**config.mk**
```make
export PLATFORM = sky130hd
export DESIGN_NAME = spd_dev_flat
export DESIGN_NICKNAME = d
export VERILOG_FILES = /design/src/spd_pkg.sv /design/src/spd_link_if.sv /design/src/spd_dev.sv /design/src/flat_wrapper.sv
export VERILOG_INCLUDE_DIRS = /design/src
export SDC_FILE = /design/constraint.sdc
export NUM_CORES = 1
export LEC_CHECK = 0
export BUFFER_PORTS_ARGS = -buffer_cell sky130_fd_sc_hd__buf_2
export CAP_MARGIN = 20
export CORE_MARGIN = 3
export CORE_UTILIZATION = 53
export DETAILED_ROUTE_END_ITERATION = 8
export GPL_ROUTABILITY_DRIVEN = 0
export PLACE_DENSITY = 0.87
export SLEW_MARGIN = 0
export SYNTH_ARGS = -nofsm -noshare
export SYNTH_HDL_FRONTEND = slang
export SYNTH_SLANG_ARGS = --single-unit
```
**constraint.sdc**
```tcl
create_clock -name mclk_i -period 2.9 [get_ports mclk_i]
set_clock_uncertainty 0.1 [all_clocks]
set_input_delay 0.435 -clock mclk_i [delete_from_list [all_inputs] [get_ports mclk_i]]
set_output_delay 0.435 -clock mclk_i [all_outputs]
set_load 0.1 [all_outputs]
```
**src/spd_map.svh**
```systemverilog
`ifndef SPD_MAP_SVH
`define SPD_MAP_SVH
// Functional notes
// - AA@555, 55@2AA, 50@555 enters lock space
// - In lock space, A0 then 00 clears freeze
// - Lock space read returns freeze bit in bit0
// - Leave spaces with 90,00 or single F0
// - AA@555, 55@2AA, E0@555 enters volatile space
// - A0 then sector write: 00 sets, 01 clears
// - Bit status read: bit0 state, bits 15:1 high
// - 60 then sector read gives three protection bits
// - Only first read word per select is valid
// - Values hex, addresses count 16-bit words
// - Upper data byte ignored in command cycles
// - Address bits 11 and up ignored in commands
// - Command cycles are writes except listed reads
// - Array reads need no command cycles
// - Reset command returns device to array read
// - Suspend and resume only when erase allows
// - Abort state needs full abort-reset sequence
// - Password portions one per A0, ascending
// - Both mode-lock bits together aborts to read
// - Sector address decodes bits 16 down to 11
// - Identification and query entries share data
// - AA@555, 55@2AA, 75@555 enters ECC space

// ****************************************
// Command cycle addresses and data
// ****************************************
`define SPD_CA_W      11
`define SPD_CD_W      8
`define SPD_A_555     11'h555
`define SPD_A_2AA     11'h2AA
`define SPD_D_AA      8'hAA
`define SPD_D_55      8'h55
`define SPD_D_LOCK    8'h50
`define SPD_D_VOL     8'hE0
`define SPD_D_ECC     8'h75
`define SPD_D_PROG    8'hA0
`define SPD_D_EXIT    8'h90
`define SPD_D_ZERO    8'h00
`define SPD_D_ONE     8'h01
`define SPD_D_QUERY   8'h60
`define SPD_D_RESET   8'hF0

// ****************************************
// Read words and reset values
// ****************************************
`define SPD_ERASED    16'hFFFF
`define SPD_UNDEF     16'hFFFF
`define SPD_ECC_STAT  16'h0000
`define SPD_ONES15    15'h7FFF
`define SPD_ONES13    13'h1FFF
`define SPD_FRZ_RST   1'b1
`define SPD_VOL_RST   1'b1

// ****************************************
// Link timing
// ****************************************
`define SPD_MCLK_NS   25
`define SPD_LK_NS     200
`define SPD_HALF_CYC  ((`SPD_LK_NS / `SPD_MCLK_NS) / 2)
`define SPD_CNT_W     8
`endif

```
**src/spd_pkg.sv**
```systemverilog
package spd_pkg;
  // Decoder address space
  typedef enum logic [1:0] {MD_ARRAY, MD_LOCK, MD_VOL, MD_ECC} spd_mode_e;
  // Position inside a command sequence
  typedef enum logic [2:0] {SQ_IDLE, SQ_UNL1, SQ_UNL2, SQ_PROG, SQ_EXIT, SQ_QRY} spd_seq_e;
  // Host link sequencer
  typedef enum logic [2:0] {HS_IDLE, HS_SETUP, HS_HIGH, HS_WAIT, HS_GAP} spd_hst_e;
endpackage
```
**src/spd_link_if.sv**
```systemverilog
`timescale 1ns/1ps
// ****************************************
// Word link between host and device
// ****************************************
interface spd_link_if #(parameter int AW = 24);
  logic          ck;
  logic          cs_n;
  logic          rd;
  logic [AW-1:0] addr;
  logic [15:0]   wdata;
  logic [15:0]   rdata;
  logic          rds;

  modport dev (input ck, cs_n, rd, addr, wdata, output rdata, rds);
  modport hst (output ck, cs_n, rd, addr, wdata, input rdata, rds);
endinterface

```
**src/spd_dev.sv**
```systemverilog
// Added by the designer: the strobed register port and the register offsets.
`timescale 1ns/1ps
`include "spd_map.svh"
module spd_dev #(
  parameter int AW      = 24,
  parameter int NSEC    = 64,
  parameter int SEC_LSB = 11
) (
  input  wire logic              mclk_i,
  input  wire logic              rst_i,
  spd_link_if.dev                lk,
  input  wire logic [NSEC-1:0]   pers_bits_i,
  output spd_pkg::spd_mode_e     mode_o,
  output logic      [NSEC-1:0]   vol_bits_o,
  output logic                   freeze_o
);
  import spd_pkg::*;

  localparam int SW = $clog2(NSEC);

  // ****************************************
  // Link synchronisers
  // ****************************************
  logic          ck_s1_r, ck_s2_r, ck_s3_r;
  logic          cs_s1_r, cs_s2_r;
  logic          rd_s1_r, rd_s2_r;
  logic [AW-1:0] ad_s1_r, ad_s2_r;
  logic [15:0]   wd_s1_r, wd_s2_r;

  // Two flops on every pin, third flop for edge find
  always_ff @(posedge mclk_i) begin
    ck_s1_r <= lk.ck;
    ck_s2_r <= ck_s1_r;
    ck_s3_r <= ck_s2_r;
    cs_s1_r <= lk.cs_n;
    cs_s2_r <= cs_s1_r;
    rd_s1_r <= lk.rd;
    rd_s2_r <= rd_s1_r;
    ad_s1_r <= lk.addr;
    ad_s2_r <= ad_s1_r;
    wd_s1_r <= lk.wdata;
    wd_s2_r <= wd_s1_r;
  end

  // ****************************************
  // Cycle decode
  // ****************************************
  logic                 bus_edge;
  logic                 wr_ev;
  logic                 rd_ev;
  logic [`SPD_CA_W-1:0] cmd_a;
  logic [`SPD_CD_W-1:0] cmd_d;
  logic [SW-1:0]        sec;
  logic                 at_555;
  logic                 d_is_zero;
  logic                 d_is_one;

  // Rising link clock with select low is one bus cycle
  assign bus_edge  = ck_s2_r & ~ck_s3_r & ~cs_s2_r;
  assign wr_ev     = bus_edge & ~rd_s2_r;
  assign rd_ev     = bus_edge & rd_s2_r;
  assign cmd_a     = ad_s2_r[`SPD_CA_W-1:0];
  assign cmd_d     = wd_s2_r[`SPD_CD_W-1:0];
  assign sec       = ad_s2_r[SEC_LSB +: SW];
  assign at_555    = (cmd_a == `SPD_A_555);
  assign d_is_zero = (cmd_d == `SPD_D_ZERO);
  assign d_is_one  = (cmd_d == `SPD_D_ONE);

  // ****************************************
  // Sequence and mode state
  // ****************************************
  spd_mode_e mode_r, mode_nxt;
  spd_seq_e  seq_r, seq_nxt;
  logic      in_space;

  assign in_space = (mode_r != MD_ARRAY);

  // Next mode and sequence step per write or read
  always_comb begin
    mode_nxt = mode_r;
    seq_nxt  = seq_r;
    if (wr_ev) begin
      seq_nxt = SQ_IDLE;
      if (cmd_d == `SPD_D_RESET) begin
        mode_nxt = MD_ARRAY;
      end else begin
        unique case (seq_r)
          SQ_IDLE: begin
            if (!in_space && at_555 && cmd_d == `SPD_D_AA) begin
              seq_nxt = SQ_UNL1;
            end else if (in_space && cmd_d == `SPD_D_EXIT) begin
              seq_nxt = SQ_EXIT;
            end else if ((mode_r == MD_LOCK || mode_r == MD_VOL) &&
                         cmd_d == `SPD_D_PROG) begin
              seq_nxt = SQ_PROG;
            end else if (mode_r == MD_VOL && cmd_d == `SPD_D_QUERY) begin
              seq_nxt = SQ_QRY;
            end
          end
          SQ_UNL1: begin
            if (cmd_a == `SPD_A_2AA && cmd_d == `SPD_D_55) begin
              seq_nxt = SQ_UNL2;
            end
          end
          SQ_UNL2: begin
            if (at_555 && cmd_d == `SPD_D_LOCK) begin
              mode_nxt = MD_LOCK;
            end else if (at_555 && cmd_d == `SPD_D_VOL) begin
              mode_nxt = MD_VOL;
            end else if (at_555 && cmd_d == `SPD_D_ECC) begin
              mode_nxt = MD_ECC;
            end
          end
          SQ_EXIT: begin
            if (d_is_zero) begin
              mode_nxt = MD_ARRAY;
            end
          end
          SQ_PROG: seq_nxt = SQ_IDLE;
          SQ_QRY:  seq_nxt = SQ_IDLE;
        endcase
      end
    end else if (rd_ev && seq_r == SQ_QRY) begin
      seq_nxt = SQ_IDLE;
    end
  end

  // Unknown commands such as suspend, password or mode-lock program fall
  // to the drop path, leave the mode as it was and return the sequence to idle
  always_ff @(posedge mclk_i) begin
    if (rst_i) begin
      mode_r <= MD_ARRAY;
      seq_r  <= SQ_IDLE;
    end else begin
      mode_r <= mode_nxt;
      seq_r  <= seq_nxt;
    end
  end

  // ****************************************
  // Protection bits
  // ****************************************
  logic [NSEC-1:0] vol_r;
  logic            frz_r;
  logic            prog_cyc;

  assign prog_cyc = wr_ev & (seq_r == SQ_PROG) & (cmd_d != `SPD_D_RESET);

  // Second write after A0 acts on freeze or sector bit
  always_ff @(posedge mclk_i) begin
    if (rst_i) begin
      vol_r <= {NSEC{`SPD_VOL_RST}};
      frz_r <= `SPD_FRZ_RST;
    end else begin
      if (prog_cyc && mode_r == MD_LOCK && d_is_zero) begin
        frz_r <= 1'b0;
      end
      if (prog_cyc && mode_r == MD_VOL && d_is_zero) begin
        vol_r[sec] <= 1'b0;
      end else if (prog_cyc && mode_r == MD_VOL && d_is_one) begin
        vol_r[sec] <= 1'b1;
      end
    end
  end

  // ****************************************
  // Read path
  // ****************************************
  logic [15:0] rword;
  logic [15:0] rdat_r;
  logic        rds_r;
  logic        first_r;
  logic        vbit;
  logic        pbit;

  assign vbit = vol_r[sec];
  assign pbit = pers_bits_i[sec];

  // Word selected by current space and pending query
  always_comb begin
    rword = `SPD_ERASED;
    if (first_r) begin
      rword = `SPD_UNDEF;
    end else if (seq_r == SQ_QRY) begin
      rword = {`SPD_ONES13, pbit, vbit, pbit & vbit};
    end else begin
      unique case (mode_r)
        MD_ARRAY: rword = `SPD_ERASED;
        MD_LOCK:  rword = {`SPD_ONES15, frz_r};
        MD_VOL:   rword = {`SPD_ONES15, vbit};
        MD_ECC:   rword = `SPD_ECC_STAT;
      endcase
    end
  end

  // Strobe stays up until select is released
  always_ff @(posedge mclk_i) begin
    if (rst_i) begin
      rdat_r  <= `SPD_ERASED;
      rds_r   <= 1'b0;
      first_r <= 1'b0;
    end else if (cs_s2_r) begin
      rds_r   <= 1'b0;
      first_r <= 1'b0;
    end else if (rd_ev) begin
      rdat_r  <= rword;
      rds_r   <= 1'b1;
      first_r <= 1'b1;
    end
  end

  // ****************************************
  // Outputs
  // ****************************************
  logic [NSEC-1:0] vol_o_r;
  logic            frz_o_r;
  spd_mode_e       mode_o_r;

  // Registered status copies for the user side
  always_ff @(posedge mclk_i) begin
    if (rst_i) begin
      vol_o_r  <= {NSEC{`SPD_VOL_RST}};
      frz_o_r  <= `SPD_FRZ_RST;
      mode_o_r <= MD_ARRAY;
    end else begin
      vol_o_r  <= vol_r;
      frz_o_r  <= frz_r;
      mode_o_r <= mode_r;
    end
  end

  assign lk.rdata   = rdat_r;
  assign lk.rds     = rds_r;
  assign vol_bits_o = vol_o_r;
  assign freeze_o   = frz_o_r;
  assign mode_o     = mode_o_r;
endmodule

```
**src/flat_wrapper.sv**
```systemverilog
// flat-port wrapper written by rule: the top's interface ports become plain ports
module spd_dev_flat import spd_pkg::*;
#(
  parameter int AW      = 24,
  parameter int NSEC    = 64,
  parameter int SEC_LSB = 11
)
  (mclk_i, rst_i, pers_bits_i, mode_o, vol_bits_o, freeze_o, lk_ck, lk_cs_n, lk_rd, lk_addr, lk_wdata, lk_rdata, lk_rds);
  spd_link_if #(.AW(AW)) lk_i ();
  input  wire logic mclk_i;
  input  wire logic rst_i;
  input  wire logic [NSEC-1:0] pers_bits_i;
  output spd_pkg::spd_mode_e mode_o;
  output logic      [NSEC-1:0] vol_bits_o;
  output logic freeze_o;
  input wire logic [$bits(lk_i.ck)-1:0] lk_ck;
  input wire logic [$bits(lk_i.cs_n)-1:0] lk_cs_n;
  input wire logic [$bits(lk_i.rd)-1:0] lk_rd;
  input wire logic [$bits(lk_i.addr)-1:0] lk_addr;
  input wire logic [$bits(lk_i.wdata)-1:0] lk_wdata;
  output wire logic [$bits(lk_i.rdata)-1:0] lk_rdata;
  output wire logic [$bits(lk_i.rds)-1:0] lk_rds;
  assign lk_i.ck = lk_ck;
  assign lk_i.cs_n = lk_cs_n;
  assign lk_i.rd = lk_rd;
  assign lk_i.addr = lk_addr;
  assign lk_i.wdata = lk_wdata;
  assign lk_rdata = lk_i.rdata;
  assign lk_rds = lk_i.rds;
  spd_dev #(.AW(AW), .NSEC(NSEC), .SEC_LSB(SEC_LSB)) u_core (.mclk_i(mclk_i), .rst_i(rst_i), .lk(lk_i), .pers_bits_i(pers_bits_i), .mode_o(mode_o), .vol_bits_o(vol_bits_o), .freeze_o(freeze_o));
endmodule
```
== Word level (Yosys, flattened, before mapping) ==
Index checks and enable logic that the tools add are counted.

* Register bits: 211
* Bits of input ports: 109
* Word-level logic and storage cells: 112

* Magnitude comparators: 2
* Equal/unequal tests: 23
* Mux-type cells: 26
* Bitwise operators: 13
* Reductions and logical operators: 28

{| class="wikitable"
|+ Operator list
! kind !! number
|-
| $mux W64 || 2
|-
| $and A64 B64 Y64 || 1
|-
| $not A64 Y64 || 1
|-
| $or A64 B64 Y64 || 1
|-
| $pmux W16 S4 || 1
|-
| $eq A8 B8 Y1 const B || 5
|-
| $eq A8 B7 Y1 const B || 4
|-
| $mux W16 || 2
|-
| $mux W3 || 7
|-
| $logic_and A1 B1 Y1 || 16
|-
| $bmux W1 S6 || 2
|-
| $mux W2 || 6
|-
| $eq A11 B10 Y1 const B || 1
|-
| $eq A11 B11 Y1 const B || 1
|-
| $eq A8 B1 Y1 const B || 1
|-
| $logic_not A8 Y1 || 1
|-
| $ne A8 B8 Y1 const B || 1
|-
| $and A1 B1 Y1 || 7
|-
| $lt A6 B7 Y1 const B || 1
|-
| $demux W1 S6 || 1
|-
| $eq A3 B2 Y1 const B || 2
|-
| $eq A3 B3 Y1 const B || 2
|-
| $ge A6 B1 Y1 const B || 1
|-
| $pmux W3 S2 || 1
|-
| 17 further kinds || 24
|}

== Longest topological paths before layout ==
Gate-level depths: netlist of the first run.

* Depth after elaboration: 10
* Mapped depth: 9
* Depth with buffers taken out: 7

== Worst setup path before layout of the first run ==
No wires, ideal clock.

* Kind: flip-flop to flip-flop
* From: reg u_core.ck_s3_r
* To: reg with a tool-made name
* Setup time: 0.141 ns
* Arrival time: 2.074 ns
* Data required time: 2.659 ns
* Setup slack: 0.585 ns
* Cell stages (with the launch flop): 7
* Buffers on the path: 0
* Period minus slack after synthesis: 2.315 ns
* Cell sequence: dfxtp_1 > or4b_4 > or4_4 > nor4_4 > nand2_1 > nand2_1 > o211ai_1

{| class="wikitable"
|+ RTL lines
! element !! RTL line !! text
|-
| start, declared || spd_dev.sv:24 || <nowiki>logic ck_s1_r, ck_s2_r, ck_s3_r;</nowiki>
|-
| start signal, assigned || spd_dev.sv:34 || <nowiki>ck_s3_r <= ck_s2_r;</nowiki>
|}

==> results.txt, run 1 <==
status: complete, no violations
cell area power density: 565 nW/um2
global-route wire length before repair: 33.0 mm
Final ANT Viol Nets: 0
clk root buf: clkbuf_16
CTS Buf Count: 17
vias in the first global route: 6276
Max Freq: 385 MHz
vias per cell: 5.86
Mapped Cells: 755
drt total wl: 21.0 mm
Syn. warnings: 0
core area: 14000 um2
die height: 126 um
Max FO, Critical Path: 8
largest net degree at the start of global routing: 65
final core occ: 68.2%
total negative slack: 0 ns
most common cell after layout, fill and taps aside: dfxtp_1
RSZ-0062 raised after global routing: no
Worst Hold Slack: 0.228 ns
DIE WIDTH: 126 um
Min-Delay Path Class: flop to flop
Final Hold Fails: 0
GR Overflow Total: 0
final instance area: 9550 um2
site row count: 43
H-tree depth: 4
critical path type: flop to flop
Post-synth EDFFs: 0
die area: 15900 um2
most frequent cells in the layout: dfxtp_1 (197), buf_2 (177), nand2_1 (90), or2_2 (66), o211ai_1 (35)
# diodes: 0
Clock Tree Buf Depth: 2
fin crit period: 2.60 ns
synth unique cells: 68
CTS tree: built
max_cap viols: 0
Final Setup Violations: 0
Final Max Tran Viols: 0
Slew headroom: 54.0%
wire length per cell: 18.5 um
initial antenna violation count: 0
Final period util: 89.6%
Req. time, crit path: 3.08 ns
ys flop type: dfxtp_1
worst vdd ir: 0.000521 V
IO Pins: 193
Total Power: 5390 uW
Setup Buffers After CTS: 0
fin nets: 1053
register bit count reported by yosys: 199
CP Launch Type: flop
IO buf count: 177
data arrival time of the critical path: 2.78 ns
post-synthesis async set-or-reset flop share: 0%
CP endpoint kind: flop
Layout area overhead: 24.6%
clk sinks: 199
Avg Cell Area, Syn: 10.1 um2
CTS clock-pin slew for the worst setup and hold paths: 0.06 ns
Skew-Pair Late Insertion Delay: 0.43 ns
first-pass detailed-route iteration total: 6
dpl cell area: 8710 um2
Seq/Total Area, Yosys: 52.0%
worst slew pin tran: 0.687 ns
first-iteration detailed-routing DRC count: 693
leakage: 0.00373 uW
Total GRT Usage: 26.3%
HPWL after detailed placement: 14.4 mm
residual DRC count: 0
synthesized net count: 868
via count: 6638
ratio of cells with drive above 1 in the final layout: 34.7%
Starting Density: 54.7%
Mapped Area: 7660 um2
logic make-up (layout without fill, tap and decap cells):
family,count (synthesis),count (layout),synth area share (%)
AOI/OAI and AO/OA,167,167,15.4
adders and majority gates,4,4,0.654
buffers and inverters,78,275,4.57
DFF,199,199,52.0
muxes,38,38,6.86
and+or+nand+nor,269,269,20.5
final timing paths:
path	from	endpoint	slack, ns	depth (start not counted)
max	u_core.wd_s2_r[5]	flop	0.30	7
min	u_core.wd_s1_r[0]	u_core.wd_s2_r[0]	0.23	0
max reg2reg	u_core.wd_s2_r[5]	flop	0.30	7
min reg2reg	u_core.wd_s1_r[0]	u_core.wd_s2_r[0]	0.23	0
cell usage after synthesis, types with 10 or more instances:
master | instances | area share (%)
mux4_2 | 11 | 3.2
nand2_1 | 90 | 4.4
nand4_1 | 10 | 0.82
clkbuf_1 | 37 | 1.8
buf_4 | 12 | 1.2
inv_1 | 10 | 0.49
dfxtp_1 | 199 | 52
mux2i_1 | 21 | 2.7
or2_2 | 66 | 5.4
nand3b_1 | 12 | 1.2
buf_2 | 10 | 0.65
nand3_1 | 13 | 0.85
o311ai_1 | 32 | 3.7
nor2_1 | 16 | 0.78
o211ai_1 | 35 | 3.4
o21ai_1 | 34 | 2.2
a21oi_1 | 15 | 0.98
metrics by stage:
stage,cells,setup slack (ns)
after floorplan,755,0.585
after global placement,1073,0.368
after detailed placement,1073,0.330
after CTS,1131,0.323
after global routing,1132,0.192
final,1132,0.302
per-layer routing:
metal  global-route usage, %  share of wire, %  vias to the layer above
met2                    43.3                48                      399
li1                        -                 -                     3122
met4                    10.5               3.2                        0
met1                    33.1                38                     3061
met3                    6.83                10                       56
met5                       0                 0                        -
cell type report:
cell class                 count  area (um2)
tap                          180         225
inverter                      11        41.3
sequential                   199        3990
timing repair buffer         233        1410
clock inverter                 9        90.1
clock buffer                  22         464
multi-input combinational    478        3320
fill                        1049        4440
where the power goes:
part / total, uW / switching, uW / internal (uW)
clock: 2230 / 999 / 1230
sequential: 2810 / 38.7 / 2780
combinational: 348 / 189 / 159
repair_timing:
action,CTS,global route
hold buffers,27,1
endpoints found under the hold margin,27,1
resized for setup,0,0
critical path, cell delays in order (launching register included):
cell and delay, ns:
dfxtp_1 0.36, or4_4 0.59, or4_4 0.57, nor4_4 0.24
buf_4 0.25, nand2_1 0.11, nand2_1 0.13, o211ai_1 0.10
Note: power is estimated with default switching activity, not from simulation.
==> inputs of run 2 (changes only) <==
Settings changed: CORE_MARGIN 3 to not set, CORE_UTILIZATION 53 to 55, CTS_BUF_LIST set to sky130_fd_sc_hd__clkbuf_8, PLACE_DENSITY 0.87 to 0.89.
==> results.txt, run 2 (synthesis gave the netlist of run 1 again) <==
Setup Buffers After CTS: 0
CTS Buf Count: 17
critical path type: flop to flop
residual DRC count: 0
worst slack, placed: 0.308 ns
global-route wire length before repair: 31.1 mm
Crit path max-delay family: simple AND/OR/NAND/NOR gates
first-iteration detailed-routing DRC count: 563
die height: 120 um
data arrival time of the critical path: 2.87 ns
Max FO, Critical Path: 7
Final Worst Setup Slack: 0.261 ns
max_cap viols: 0
Final Max Tran Viols: 0
ordered cell list for the critical path: or4_4 > or4_4 > nor4_4 > buf_4 > nand2_1 > nand2_1 > o211ai_1
ratio of cells with drive above 1 in the final layout: 35.1%
slowest CP cell: or4_4
CP endpoint kind: flop
first-pass detailed-route iteration total: 5
Clock Tree Buf Depth: 2
leakage: 0.00365 uW
die area: 14400 um2
clk sinks: 199
CTS tree: built
Req. time, crit path: 3.13 ns
drt total wl: 19.7 mm
Max Freq: 379 MHz
status: complete, no violations
Starting Density: 57.2%
Layout area overhead: 21.9%
worst slew pin tran: 0.683 ns
IO Pins: 193
worst vdd ir: 0.000450 V
Skew-Pair Late Insertion Delay: 0.47 ns
H-tree depth: 4
CP peak stage delay: 0.59 ns
HPWL after detailed placement: 13.8 mm
Crit. Startpoint: u_core.wd_s2_r[5]
CTS clock-pin slew for the worst setup and hold paths: 0.10 ns
Post-CTS Resized: 0
vias per cell: 5.94
largest net degree at the start of global routing: 74
DIE WIDTH: 120 um
cell area power density: 514 nW/um2
Final period util: 91.0%
via count: 6714
# diodes: 0
WP buf/inv: 1
Final Hold Fails: 0
fin crit period: 2.64 ns
core area: 13400 um2
vias in the first global route: 6322
Final ANT Viol Nets: 0
clk root buf: clkbuf_8
Total GRT Usage: 27.9%
RSZ-0062 raised after global routing: no
most common cell after layout, fill and taps aside: dfxtp_1
flop2flop setup slack: 0.26 ns
Levels on crit path: 7
Final Setup Violations: 0
initial antenna violation count: 0
wire length per cell: 17.5 um
CP Launch Type: flop
Critical R2R Launch: u_core.wd_s2_r[5]
Min-Delay Path Class: flop to flop
total negative slack: 0 ns
GR Overflow Total: 0
Slew headroom: 54.3%
fin nets: 1054
site row count: 42
most frequent cells in the layout: dfxtp_1 (197), buf_2 (177), nand2_1 (90), or2_2 (66), o211ai_1 (35)
IO buf count: 177
reg2reg path depth: 7
[run 2: cell count changes in the layout (fill, tap and decap cells not counted), moves of 2 or more]
cell	change
buf_12	-2
buf_4	+3
clkbuf_1	-3
clkbuf_16	-17
clkbuf_8	+15
clkinv_4	+2
inv_6	+2
inv_8	+2
[run 2: what timing repair did]
item | 4_1_cts | 5_1_grt
hold buffers | 28 | 0
endpoints found under the setup margin | 0 | 0
endpoints found under the hold margin | 28 | 0
[run 2: layer usage]
| metal | part of all wire [%] | global-route usage [%] |
|---|---|---|
| met1 | 39 | 33.0 |
| met2 | 49 | 47.8 |
| met3 | 9.1 | 7.22 |
| met4 | 3.0 | 11.6 |
| met5 | 0 | 0 |
[run 2: worst register-to-register path, stage by stage (launching register included)]
cell and delay [ns]:
dfxtp_1 0.38, or4_4 0.59, or4_4 0.58, nor4_4 0.34
buf_4 0.23, nand2_1 0.09, nand2_1 0.10, o211ai_1 0.09
[run 2: metrics by stage]
| stage | hold WS [ns] | cells | power [uW] | area (um2) | util (%) |
|---|---|---|---|---|---|
| final | 0.221 | 1130 | 4800 | 9340 | 69.7 |
| after global routing | 0.229 | 1130 | 4960 | 9340 | 69.7 |
| after CTS | 0.220 | 1130 | 4810 | 9340 | 69.7 |
| after detailed placement | 0.212 | 1070 | 3180 | 8690 | 64.8 |
| after global placement | 0.210 | 1070 | 3170 | 8690 | 64.8 |
| after floorplan | 0.210 | 755 | 3040 | 7660 | - |
[run 2: how the worst min path moves through the flow]
stage / slack [ns] / endpoint / cells past startpoint / startpoint
final: 0.22 / u_core.ad_s2_r[12] / 0 / u_core.ad_s1_r[12]
after global routing: 0.23 / u_core.ad_s2_r[12] / 0 / u_core.ad_s1_r[12]
after CTS: 0.22 / u_core.ad_s2_r[12] / 0 / u_core.ad_s1_r[12]
after detailed placement: 0.21 / u_core.ad_s2_r[0] / 0 / u_core.ad_s1_r[0]
after global placement: 0.21 / u_core.ad_s2_r[13] / 0 / u_core.ad_s1_r[13]
after floorplan: 0.21 / u_core.ad_s2_r[0] / 0 / u_core.ad_s1_r[0]
[run 2: area by class of cell]
class	instances	area, um2
fillers	1004	4060
flip-flops and latches	199	3990
multi-input cells	478	3320
repair buffers	234	1400
clock buffers	17	234
well taps	176	220
clock inverters	15	134
inverters	11	41.3
[run 2: power breakdown]
part           internal (uW)  switching (uW)  leakage [uW]
clock                    627            1020      0.000185
sequential              2770            38.4       0.00163
combinational            157             185       0.00183
